`src/core/acrpc_defines.vh`:
```
// register offsets, reset values and field positions of the clock, range and power configuration bank
// assumes byte-wide register access at the printed offsets
`ifndef ACRPC_DEFINES_VH
`define ACRPC_DEFINES_VH
`define ACRPC_ADDR_W 8
`define ACRPC_OFS_CLKMODE 8'h2A
`define ACRPC_OFS_NOISE 8'h2B
`define ACRPC_OFS_EDGE 8'h2C
`define ACRPC_OFS_FSR 8'h30
`define ACRPC_OFS_PMODE 8'h37
`define ACRPC_RST_CLKMODE 8'h00
`define ACRPC_RST_NOISE 8'h10
`define ACRPC_RST_EDGE 24'h000000
`define ACRPC_RST_FSR 16'hA000
`define ACRPC_RST_PMODE 8'h4B
`define ACRPC_BIT_DEVPECL 2
`define ACRPC_BIT_SRPECL 1
`define ACRPC_BIT_SRFLIP 0
`define ACRPC_BIT_ANAQUIET 2
`define ACRPC_BIT_CORQUIET 0
`define ACRPC_PMODE_LOW 8'h46
`define ACRPC_PMODE_HIGH 8'h4B
`define ACRPC_FSR_MIN 16'h2000
`endif

```
`src/core/acrpc_config_regs.v`:
```
// configuration bank: clock input modes, rail quieting, full-scale range, power mode, edge position status
// assumes a byte-wide register access port (address, write strobe, data) on clk; the analog side is outside
`timescale 1ns/100ps
`include "acrpc_defines.vh"

// Summary of operation
// - clock mode bit 2 selects PECL for device clock, disables self-bias
// - clock mode bit 1 selects PECL for SYSREF, disables self-bias
// - clock mode bit 0 inverts SYSREF before alignment; reset no inversion
// - noise register bit 2 quiets analog clock rail; bit 2 resets zero, register resets 0x10
// - noise register bit 0 quiets clock core rail; bit 1 reserved
// - report 24-bit SYSREF edge position relative to device clock
// - 16-bit full-scale code sets range of all channels; reset 0xA000
// - power mode code 0x46 low power, 0x4B high performance; others invalid
module acrpc_config_regs (
   input wire clk,                       // configuration interface clock
   input wire sys_rst,                   // asynchronous reset, active high
   input wire [7:0] regAddr,             // register offset
   input wire regWrite,                  // write strobe, one cycle
   input wire [7:0] regWdata,            // write data byte
   input wire regRead,                   // read strobe, one cycle
   input wire [2:0] regByteSel,          // byte lane for multi-byte registers, 0 = lsb
   output reg [7:0] regRdata,            // read data, valid cycle after regRead
   input wire [23:0] sysrefEdgeIn,       // edge position from the detector, other domain
   input wire sysrefIn,                  // raw SYSREF level from the input buffer
   output wire sysrefAligned,            // SYSREF after optional polarity flip
   output wire devicePeclSelect,         // device clock input in PECL mode
   output wire sysrefPeclSelect,         // SYSREF input in PECL mode
   output wire analogRailQuiet,          // analog clock rail noise suppression
   output wire coreRailQuiet,            // clock core rail noise suppression
   output wire [15:0] fullScaleCode,     // full-scale range code for all channels
   output wire lowPowerMode,             // low power mode selected
   output wire powerModeValid            // power mode code is one of the two legal values
);

   reg [7:0] clkMode_q;
   reg [7:0] noise_q;
   reg [15:0] fsr_q;
   reg [7:0] pmode_q;
   reg [23:0] edgeS1_q;
   reg [23:0] edgeS2_q;
   reg [23:0] edgeS3_q;
   reg [23:0] edge_q;
   reg [7:0] rdata_d;
   wire [7:0] fsrByte;
   wire [7:0] edgeByte;

   // writable registers; reserved bits are stored as written, software keeps them at default
   always @(posedge clk or posedge sys_rst) begin
      if (sys_rst) begin
         clkMode_q <= `ACRPC_RST_CLKMODE;
         noise_q <= `ACRPC_RST_NOISE;
         fsr_q <= `ACRPC_RST_FSR;
         pmode_q <= `ACRPC_RST_PMODE;
      end else if (regWrite) begin
         case (regAddr)
            `ACRPC_OFS_CLKMODE: clkMode_q <= regWdata;
            `ACRPC_OFS_NOISE: noise_q <= regWdata;
            `ACRPC_OFS_FSR: begin
               if (regByteSel == 3'h0)
                  fsr_q[7:0] <= regWdata;
               else if (regByteSel == 3'h1)
                  fsr_q[15:8] <= regWdata;
            end
            `ACRPC_OFS_PMODE: pmode_q <= regWdata;
            default: ;
         endcase
      end
   end

   // edge status crosses from the detector; three stages, accept only when stages two and three agree
   // limitation: a word changing every cycle may never settle, the detector holds it steady
   always @(posedge clk or posedge sys_rst) begin
      if (sys_rst) begin
         edgeS1_q <= `ACRPC_RST_EDGE;
         edgeS2_q <= `ACRPC_RST_EDGE;
         edgeS3_q <= `ACRPC_RST_EDGE;
         edge_q <= `ACRPC_RST_EDGE;
      end else begin
         edgeS1_q <= sysrefEdgeIn;
         edgeS2_q <= edgeS1_q;
         edgeS3_q <= edgeS2_q;
         if (edgeS2_q == edgeS3_q)
            edge_q <= edgeS3_q;
      end
   end

   assign fsrByte = (regByteSel == 3'h0) ? fsr_q[7:0] : (regByteSel == 3'h1) ? fsr_q[15:8] : 8'h00;
   assign edgeByte = (regByteSel == 3'h0) ? edge_q[7:0] : (regByteSel == 3'h1) ? edge_q[15:8] :
                     (regByteSel == 3'h2) ? edge_q[23:16] : 8'h00;

   // read mux; unmapped offsets read zero
   always @* begin
      case (regAddr)
         `ACRPC_OFS_CLKMODE: rdata_d = clkMode_q;
         `ACRPC_OFS_NOISE: rdata_d = noise_q;
         `ACRPC_OFS_EDGE: rdata_d = edgeByte;
         `ACRPC_OFS_FSR: rdata_d = fsrByte;
         `ACRPC_OFS_PMODE: rdata_d = pmode_q;
         default: rdata_d = 8'h00;
      endcase
   end

   // registered read data holds until the next read
   always @(posedge clk or posedge sys_rst) begin
      if (sys_rst)
         regRdata <= 8'h00;
      else if (regRead)
         regRdata <= rdata_d;
   end

   // controls to the analog side
   assign devicePeclSelect = clkMode_q[`ACRPC_BIT_DEVPECL];
   assign sysrefPeclSelect = clkMode_q[`ACRPC_BIT_SRPECL];
   assign sysrefAligned = sysrefIn ^ clkMode_q[`ACRPC_BIT_SRFLIP];
   assign analogRailQuiet = noise_q[`ACRPC_BIT_ANAQUIET];
   assign coreRailQuiet = noise_q[`ACRPC_BIT_CORQUIET];
   assign fullScaleCode = fsr_q;
   assign lowPowerMode = (pmode_q == `ACRPC_PMODE_LOW);
   assign powerModeValid = (pmode_q == `ACRPC_PMODE_LOW) || (pmode_q == `ACRPC_PMODE_HIGH);

endmodule

```
`config.mk`:
```
export PLATFORM = sky130hd
export DESIGN_NAME = acrpc_config_regs
export DESIGN_NICKNAME = d
export VERILOG_FILES = /design/src/core/acrpc_config_regs.v
export VERILOG_INCLUDE_DIRS = /design/src /design/src/core
export SDC_FILE = /design/constraint.sdc
export NUM_CORES = 1
export LEC_CHECK = 0
export BUFFER_PORTS_ARGS = -buffer_cell sky130_fd_sc_hd__buf_2
export CORE_MARGIN = 3
export CORE_UTILIZATION = 63
export CTS_BUF_LIST = sky130_fd_sc_hd__clkbuf_2
export DETAILED_ROUTE_END_ITERATION = 16
export PLACE_DENSITY = 0.87
export SLEW_MARGIN = 20
export SYNTH_ARGS = -nofsm -noshare
export SYNTH_HDL_FRONTEND = slang
export SYNTH_SLANG_ARGS = --single-unit
```
`constraint.sdc`:
```
create_clock -name clk -period 7.1 [get_ports clk]
set_clock_uncertainty 0.15 [all_clocks]
set_input_delay 0.355 -clock clk [delete_from_list [all_inputs] [get_ports clk]]
set_output_delay 0.355 -clock clk [all_outputs]
set_load 0.01 [all_outputs]
```
==> flow_summary.toml, run 1 <==
[global_route]
antenna_found_initial = 0
grt_pass1_wl_um = 17590
gr-total-overflow = 0
grt_pass1_vias = 3681
track_usage = 0.2312
grt_max_degree = 77

[placed_design]
gp_congestion = 0.8337
portBuffers = 78
hpwl_um = 7256

[sta]
period_share = 0.3636
fin_crit_ns = 2.581
setup_tns_ns = 0
rsz0062_at_grt = "false"
worst_pin_slew_ns = 0.8292
max_freq_mhz = 387.4
hold_viol = 0
slew_headroom = 0.4472
setup_viol = 0
report.final.slew_viol_count = 0

[drt]
drtIter0Drc = 123
highest_layer = "met4"
first_pass_iters = 5
drc = 0
route.vias.total = 3436
postRouteAntennaNets = 0
wl_um = 10730
vias_per_cell = 5.717
wl_met3_um = 607
dr_wl_met2_um = 5498
wl_met1_um = 4466
post_drt_wl_per_cell_um = 17.86

[run]
cap_violations = 0

[power_and_ir_drop]
seq_power_share = 0.616
power.total_mw = 1.416
ir_worst_vdd_uv = 178.9
p_sw_mw = 0.3808
combPwrFrac = 0.067
p_int_mw = 1.035
leakage_nw = 3.171
p_clk_frac = 0.317
power.density_mw_per_mm2 = 216.0
sw_frac_of_total = 0.2689

[cells_and_area]
antenna_cells = 0
fin_nets = 531
fillers = 467
syn_to_final_growth_pct = 19.64
drive_above_1_share = 0.4093

[logic_synthesis]
yosys_register_bits = 144
syn_inst = 361
yosysWarnings = 0
synth_ff_type = "dfrtp_1"
synth_edf_count = 0
synth_area_mm2 = 0.005479
synthDistinctLibCells = 38
async_flop_share = 1.000
synth_fp_nets = 409
synth.yosys.seq_area_share = 0.6593
synth_area_per_cell_um2 = 15.18

[cts]
clockRootBuffer = "clkbuf_2"
clock_sinks = 144
cts_max_level = 4
cts_tree = "built"
cts_buffer_depth = 2
post-cts-setup-buffer-count = 0
clk_latency_ns = 0.66
clk_pin_slew_ns = 0.22
cts_made_buffers = 17

[worst_setup_path]
worstPathRequired_ns = 6.59
ff2ff_setup_slack_ns = 4.58
cp-end-kind = "output pin"
critPathKind = "register to output pin"
cp-start-kind = "register"
arrival_ns = 2.08
path_max_fanout = 3

[die]
start_util = 0.6569
fp.dieW_um = 99.26
num_io_pins = 79
dieHeight_um = 99.26
core_mm2 = 0.008341
rows = 33
die-area_mm2 = 0.009852

[outcome]
status = "finished, final reports clean"

[worst_hold_path]
hold_class = "primary input to register"
## cell usage after synthesis, types with 6 or more instances
cell type  count  area, um^2
dfrtp_1      137        3428
mux2_2        72       810.8
xor2_1        17       148.9
nand2_1       15       56.30
nor2_1        11       41.29
a32oi_1        8       70.07
mux2i_1        8       80.08
o21ai_0        8       40.04
xnor2_1        8       70.07
dfstp_2        7       183.9
a22o_1         6       52.55
a22oi_1        6       45.04
a31oi_1        6       37.54
## repair_timing
item | in CTS | in global routing
hold buffers | 37 | 0
hold endpoints to repair | 147 | 0
gates resized for setup | 0 | 0
## stage by stage
stage | utilization | instance area (um^2) | setup slack, ns | hold slack [ns] | std cells
global route | 0.7859 | 6555 | 4.381 | 0.04586 | 601
CTS | 0.7841 | 6540 | 4.324 | 0.03687 | 600
finish | 0.7859 | 6555 | 4.519 | 0.07272 | 601
global placement | 0.7117 | 5936 | 4.468 | 0.1814 | 531
floorplan | - | 5479 | 2.740 | 0.1812 | 361
detailed placement | 0.7117 | 5936 | 4.345 | 0.1847 | 531
## state kept, by name (all words and copies together) (netlist names)
signal         cells
clkMode_q          8
pmode_q            8
edge_q            24
edgeS1_q          24
edgeS2_q          24
fullScaleCode     16
noise_q            8
regRdata           8
edgeS3_q          24
## critical path: stages (launching register included)
cell	delay [ns]
dfstp_2	0.62
nor4b_1	0.38
nand2_1	0.13
a21oi_1	0.14
buf_2	0.15
## path summary, 6_finish.rpt
kind	start	endpoint	depth (start not counted)
hold / removal	regWrite	fullScaleCode[10]	3
min in group asynchronous	sys_rst	fullScaleCode[4]	3
setup reg to reg	edgeS3_q[2]	edge_q[19]	6
hold reg to reg	edgeS1_q[16]	edgeS2_q[16]	0
max in group asynchronous	sys_rst	edgeS2_q[2]	4
setup / recovery	pmode_q[1]	powerModeValid	4
## layout make-up
class	count	area, um^2	area share
clock buffers	17	85.08	0.01298
clock inverters	15	148.9	0.02271
inverters	4	20.02	0.003054
multi-input cells	198	1767	0.2695
flip-flops and latches	144	3612	0.5511
well taps	105	131.4	0.02004
repair buffers	118	790.8	0.1206
## layer usage
metal / vias up / track usage
met2: 131 / 0.3843
met1: 1728 / 0.2966
li1: 1555 / -
met3: 22 / 0.05470
met5: - / 0
met4: 0 / 0.09244
## cells in the final DEF, fill, tap and decap left out, drive strengths merged, types with 2 or more instances in the layout
| master | Yosys | routed |
|---|---|---|
| dfstp | 7 | 7 |
| a22oi | 6 | 6 |
| nand4 | 4 | 4 |
| inv | 4 | 12 |
| a31oi | 6 | 6 |
| clkinvlp | 0 | 3 |
| o221ai | 2 | 2 |
| nand3 | 3 | 3 |
| clkinv | 0 | 3 |
| a32o | 4 | 4 |
| nor3 | 2 | 2 |
| xor2 | 17 | 17 |
| clkbuf | 4 | 17 |
| mux2i | 8 | 8 |
| nand3b | 2 | 2 |
| o21ai | 8 | 8 |
| dlygate4sd3 | 0 | 37 |
| mux2 | 72 | 72 |
| dfrtp | 137 | 137 |
| nor4 | 7 | 7 |
| buf | 11 | 81 |
| a32oi | 8 | 8 |
| xnor2 | 8 | 8 |
| nand2 | 16 | 16 |
| and3 | 3 | 3 |
| a22o | 6 | 6 |
| nor2 | 12 | 12 |
## power groups by stage
stage / Sequential [mW] / Combinational, mW / Clock (mW)
2_1_floorplan: 0.882 / 0.0456 / 0
3_5_place_dp: 0.886 / 0.0798 / 0
4_1_cts: 0.872 / 0.0957 / 0.454
3_3_place_gp: 0.884 / 0.0769 / 0
6_report: 0.872 / 0.0954 / 0.448
5_1_grt: 0.876 / 0.106 / 0.492
## kinds of logic after synthesis
family / after synthesis / share of synthesized area
AO/OA/AOI/OAI: 41 / 0.05618
flip-flops: 144 / 0.6593
buffers and inverters: 19 / 0.01827
AND/OR/NAND/NOR: 52 / 0.06371
multiplexers: 80 / 0.1626
XOR/XNOR: 25 / 0.03996
Note: power is estimated with default switching activity, not from simulation.
==> inputs of run 2 (changes only) <==
Settings changed: CORE_UTILIZATION 63 to 59, PLACE_DENSITY 0.87 to 0.82.
Clock period 7.1 ns to 2.5 ns, I/O delays scaled along.
==> run 2 against run 1 <==
Critical path depth grew 3. Combinational power grew to 3.5 times the previous value. Total power grew to 2.9 times the previous value. Design area grew 8.0%. Sequential share of layout area fell by 4.1 points. Non-clock buffer count is 49 higher. Sequential power increased to 2.8 times the previous value. Setup slack got worse by 4.5 ns. Core utilization increased by 1.0 points. Global-route usage rose by 0.19 points. Register-to-register slack got worse by 4.5 ns. Critical endpoint is now regRdata[7]. Largest cell class unchanged.
==> flow_summary.toml, run 2 (synthesized netlist as in run 1, its figures left out) <==
[cells_and_area]
fillers = 489
syn_to_final_growth_pct = 29.21
antenna_cells = 0
stdcell_count = 653
layout_commonest_cell = "dfrtp_1"
fin_nets = 580
drive_above_1_share = 0.3927
fin_util = 0.7962
mostFrequentLayoutCells = "dfrtp_1, buf_2, dlygate4sd3_1, mux2_2"

[sta]
setup_viol = 0
setup_tns_ns = 0
worst_pin_slew_ns = 0.6445
max_freq_mhz = 402.5
period_share = 0.9938
whs_ns = 0.09897
fin_crit_ns = 2.485
slew_headroom = 0.5703
hold_viol = 0
report.final.slew_viol_count = 0

[drt]
wl_um = 11420
first_pass_iters = 6
post_drt_wl_per_cell_um = 17.49
vias_per_cell = 5.492
postRouteAntennaNets = 0
route.vias.total = 3586
drtIter0Drc = 111
drc = 0

[cts]
clk_latency_ns = 0.67
clock_sinks = 144
clockRootBuffer = "clkbuf_2"
cts_tree = "built"
cts_made_buffers = 17
cts_buffer_depth = 2
cts_max_level = 4
clk_pin_slew_ns = 0.21

[placed_design]
dp.cells = 539
portBuffers = 78
hpwl_um = 7280
gp_congestion = 0.8499

[die]
core_mm2 = 0.008891
die-area_mm2 = 0.01048
rows = 34
fp.dieW_um = 102.4
dieHeight_um = 102.4
start_util = 0.6162
num_io_pins = 79

[global_route]
gr-total-overflow = 0
grt_pass1_wl_um = 18350
grt_pass1_vias = 3761
grt_max_degree = 49
track_usage = 0.2332
antenna_found_initial = 0

[power_and_ir_drop]
p_clk_frac = 0.311
ir_worst_vdd_uv = 504.1
power.density_mw_per_mm2 = 576.0
p_sw_mw = 1.089
sw_frac_of_total = 0.2671
seq_power_share = 0.608
leakage_nw = 3.402
power.total_mw = 4.078
combPwrFrac = 0.081
p_int_mw = 2.989

[worst_setup_path]
path_max_fanout = 9
cp-end-kind = "register"
critPathKind = "primary input to register"
cpMaxStageDelayCell = "dlygate4sd3_1"
cpMostUsedCell = "dlygate4sd3_1"
cp-start-kind = "primary input"
worstPathRequired_ns = 2.94
arrival_ns = 2.93
crit_chain = "dlygate4sd3_1 > buf_2 > nor4_4 > dlygate4sd3_1 > a32oi_1 > a31oi_1 > dlygate4sd3_1"
path_delay_family = "buffers and inverters"
critPathMaxStageDelay_ns = 0.84
critPathBufInv = 4

[worst_hold_path]
hold_class = "primary input to register"

[outcome]
status = "finished, final reports clean"

[run]
cap_violations = 0
run 2: area by class of cell:
type	count	area (um^2)	share of cell area
Multi-Input combinational cell	198	1783	0.2519
Inverter	4	18.77	0.002651
Tap cell	108	135.1	0.01909
Sequential cell	144	3612	0.5103
Timing Repair Buffer	167	1292	0.1826
Clock buffer	17	85.08	0.01202
Clock inverter	15	152.6	0.02156
run 2: final timing paths:
check	from	to	slack [ns]	depth (start not counted)
min reg2reg	edgeS1_q[14]	edgeS2_q[14]	0.22	0
min in group asynchronous	sys_rst	edgeS1_q[0]	0.42	4
min	regByteSel[0]	fullScaleCode[11]	0.1	4
max in group asynchronous	sys_rst	pmode_q[3]	1.12	5
max reg2reg	edgeS3_q[2]	edge_q[15]	0.13	6
max	regAddr[0]	regRdata[7]	0.02	7
run 2: stage by stage:
stage | area, um^2 | setup WS [ns]
2_1_floorplan | 5483 | 0.4257
3_3_place_gp | 6013 | 0.2341
3_5_place_dp | 6013 | 0.1880
4_1_cts | 7022 | 0.007579
5_1_grt | 7079 | -0.03522
6_report | 7079 | 0.01545
run 2: power by group through the flow:
stage	logic, mW	registers (mW)	clock network [mW]
floorplan	0.130	2.51	0
global placement	0.228	2.51	0
detailed placement	0.237	2.52	0
CTS	0.323	2.48	1.31
global route	0.362	2.49	1.42
finish	0.330	2.48	1.27
run 2: per-layer routing:
metal  wire length (um)  part of all wire  global-route usage  up-vias
li1                   -                 -                   -     1651
met3                643             0.056             0.06143       16
met4                142             0.012             0.08375        0
met1               4753              0.42              0.2996     1806
met2               5881              0.51              0.3858      113
met5                  0                 0                   0        -
run 2: worst min-delay path, delay by kind of cell:
| kind | cells | cell delay [ns] |
|---|---|---|
| multiplexers | 1 | 0.13 |
| buffers and inverters | 2 | 0.43 |
| AND/OR/NAND/NOR | 1 | 0.20 |
run 2: timing repair:
| item | CTS | global route |
|---|---|---|
| resized for setup | 0 | 5 |
| setup endpoints to repair | 0 | 12 |
| hold buffers | 77 | 2 |
| hold endpoints to repair | 216 | 2 |
| buffers inserted | 0 | 5 |
==> inputs of run 3 (changes only) <==
Settings changed: CELL_PAD_IN_SITES_DETAIL_PLACEMENT set to 1, CELL_PAD_IN_SITES_GLOBAL_PLACEMENT set to 2, CORE_UTILIZATION 59 to 42, PLACE_DENSITY 0.82 to unset, PLACE_DENSITY_LB_ADDON set to 0.1.
==> run 3 against run 2 <==
Routed wire length is 10% higher. Critical path depth grew 1. Register-to-register slack better by 0.13 ns. Sequential power barely moved. Global-route usage fell by 4.4 points. Sequential share of layout area decreased by 0.94 points. Non-clock buffer count grew 4. Via count up 0.47%. Count of clock-buffer cells in the layout unchanged. Final cell count grew 10%. Sequential cell count is the same. Core utilization decreased by 23 points. Highest routed layer unchanged.
==> flow_summary.toml, run 3 (synthesized netlist as in run 1, its figures left out) <==
[outcome]
status = "finished, final reports clean"

[cells_and_area]
layout_commonest_cell = "dfrtp_1"
fin_util = 0.5692
antenna_cells = 0
drive_above_1_share = 0.3862
fin_nets = 584
stdcell_count = 721
mostFrequentLayoutCells = "dfrtp_1, dlygate4sd3_1, buf_2, mux2_2"
fillers = 1304
syn_to_final_growth_pct = 31.63

[cts]
cts_buffer_depth = 2
clockRootBuffer = "clkbuf_2"
clock_sinks = 144
clk_latency_ns = 0.72
clk_pin_slew_ns = 0.21
cts_max_level = 4
cts_tree = "built"
cts_made_buffers = 17

[sta]
setup_viol = 0
worst_pin_slew_ns = 0.8537
slew_headroom = 0.4309
max_freq_mhz = 411.9
report.final.slew_viol_count = 0
period_share = 0.9712
rsz0062_at_grt = "false"
fin_crit_ns = 2.428
setup_tns_ns = 0
whs_ns = 0.08604
hold_viol = 0

[worst_setup_path]
worstReg2RegEnd = "edge_q[23]"
path_max_fanout = 11
cp-start-kind = "primary input"
critPathMaxStageDelay_ns = 0.59
cpMaxStageDelayCell = "dlygate4sd3_1"
worstPathRequired_ns = 2.98
critPathKind = "primary input to register"
ff2ff_setup_slack_ns = 0.26
crit_chain = "dlygate4sd3_1 > buf_2 > nor4_2 > dlygate4sd3_1 > buf_4 > nand4_4 > mux2_2 > dlygate4sd3_1"
arrival_ns = 2.91
ff2ff_path_depth = 6
r2r-start = "edgeS3_q[19]"
cp-end-kind = "register"
cpMostUsedCell = "dlygate4sd3_1"

[placed_design]
portBuffers = 78
gp_congestion = 0.7590
dp.cells = 604
hpwl_um = 8091

[global_route]
track_usage = 0.1894
antenna_found_initial = 0
gr-total-overflow = 0
grt_pass1_wl_um = 20720
grt_pass1_vias = 3987
grt_max_degree = 78

[drt]
vias_per_cell = 4.997
wl_um = 12580
highest_layer = "met4"
postRouteAntennaNets = 0
dr_wl_met2_um = 6279
route.vias.total = 3603
drtIter0Drc = 156
first_pass_iters = 4
wl_met1_um = 5549
post_drt_wl_per_cell_um = 17.45
wl_met3_um = 507
drc = 0

[run]
cap_violations = 0

[die]
rows = 41
die-area_mm2 = 0.01445
num_io_pins = 79
dieHeight_um = 120.2
fp.dieW_um = 120.2
start_util = 0.4324
core_mm2 = 0.01267

[worst_hold_path]
min_from = "regWdata[2]"
hold_depth = 3
holdPathEnd = "pmode_q[2]"
hold_class = "primary input to register"

[power_and_ir_drop]
power.density_mw_per_mm2 = 592.2
leakage_nw = 3.439
ir_worst_vdd_uv = 412.7
==> run 3: cell types whose count changed in the layout (fill, tap and decap cells not counted), sizes merged <==
cell,delta
dlymetal6s4s,+1
bufinv,+2
inv,-2
clkinv,+1
dlygate4sd3,+5
buf,-2
clkinvlp,-1
==> run 3: timing repair <==
action / CTS / global route
buffers inserted: 0 / 2
hold endpoints to repair: 216 / 0
resized for setup: 0 / 6
hold buffers: 84 / 0
endpoints found under the setup margin: 0 / 29
==> run 3: critical path: cells and delay by family <==
kind | cells | cell delay, ns
buf+inv | 5 | 2.05
mux | 1 | 0.33
simple gates | 2 | 0.40
==> run 3: where the power goes <==
part	switching, mW	internal (mW)	total, mW
combinational	0.161	0.171	0.332
sequential	0.0559	2.42	2.48
clock	0.886	0.575	1.46
==> run 3: worst max-delay path by stage <==
stage / start / to / slack [ns]
floorplan: sys_rst / clkMode_q[0] / 0.43
global placement: edgeS3_q[19] / edge_q[5] / 0.14
detailed placement: edgeS3_q[19] / edge_q[12] / 0.15
CTS: pmode_q[1] / powerModeValid / 0.04
global route: regAddr[7] / fullScaleCode[10] / 0.04
finish: regAddr[7] / fullScaleCode[10] / 0.07
==> run 3: layer usage <==
metal | track usage | vias up
met3 | 0.04771 | 17
li1 | - | 1649
met4 | 0.07436 | 0
met2 | 0.3119 | 69
met1 | 0.2419 | 1868
met5 | 0 | -
==> run 3: through the flow <==
stage          power [mW]  cell area, um^2  worst slack, ns
6_report            4.271             7212          0.07208
4_1_cts             4.332             7186          0.03804
5_1_grt             4.487             7212          0.04437
2_1_floorplan       2.636             5483           0.4257
3_5_place_dp        2.761             6076           0.1488
3_3_place_gp        2.751             6076           0.1440
==> run 3: layout make-up <==
cell class | instances | area (um^2) | area share
Clock buffer | 17 | 85.08 | 0.01180
Clock inverter | 15 | 183.9 | 0.02550
Inverter | 4 | 18.77 | 0.002602
Multi-Input combinational cell | 198 | 1785 | 0.2476
Sequential cell | 144 | 3612 | 0.5009
Tap cell | 172 | 215.2 | 0.02984
Timing Repair Buffer | 171 | 1311 | 0.1818
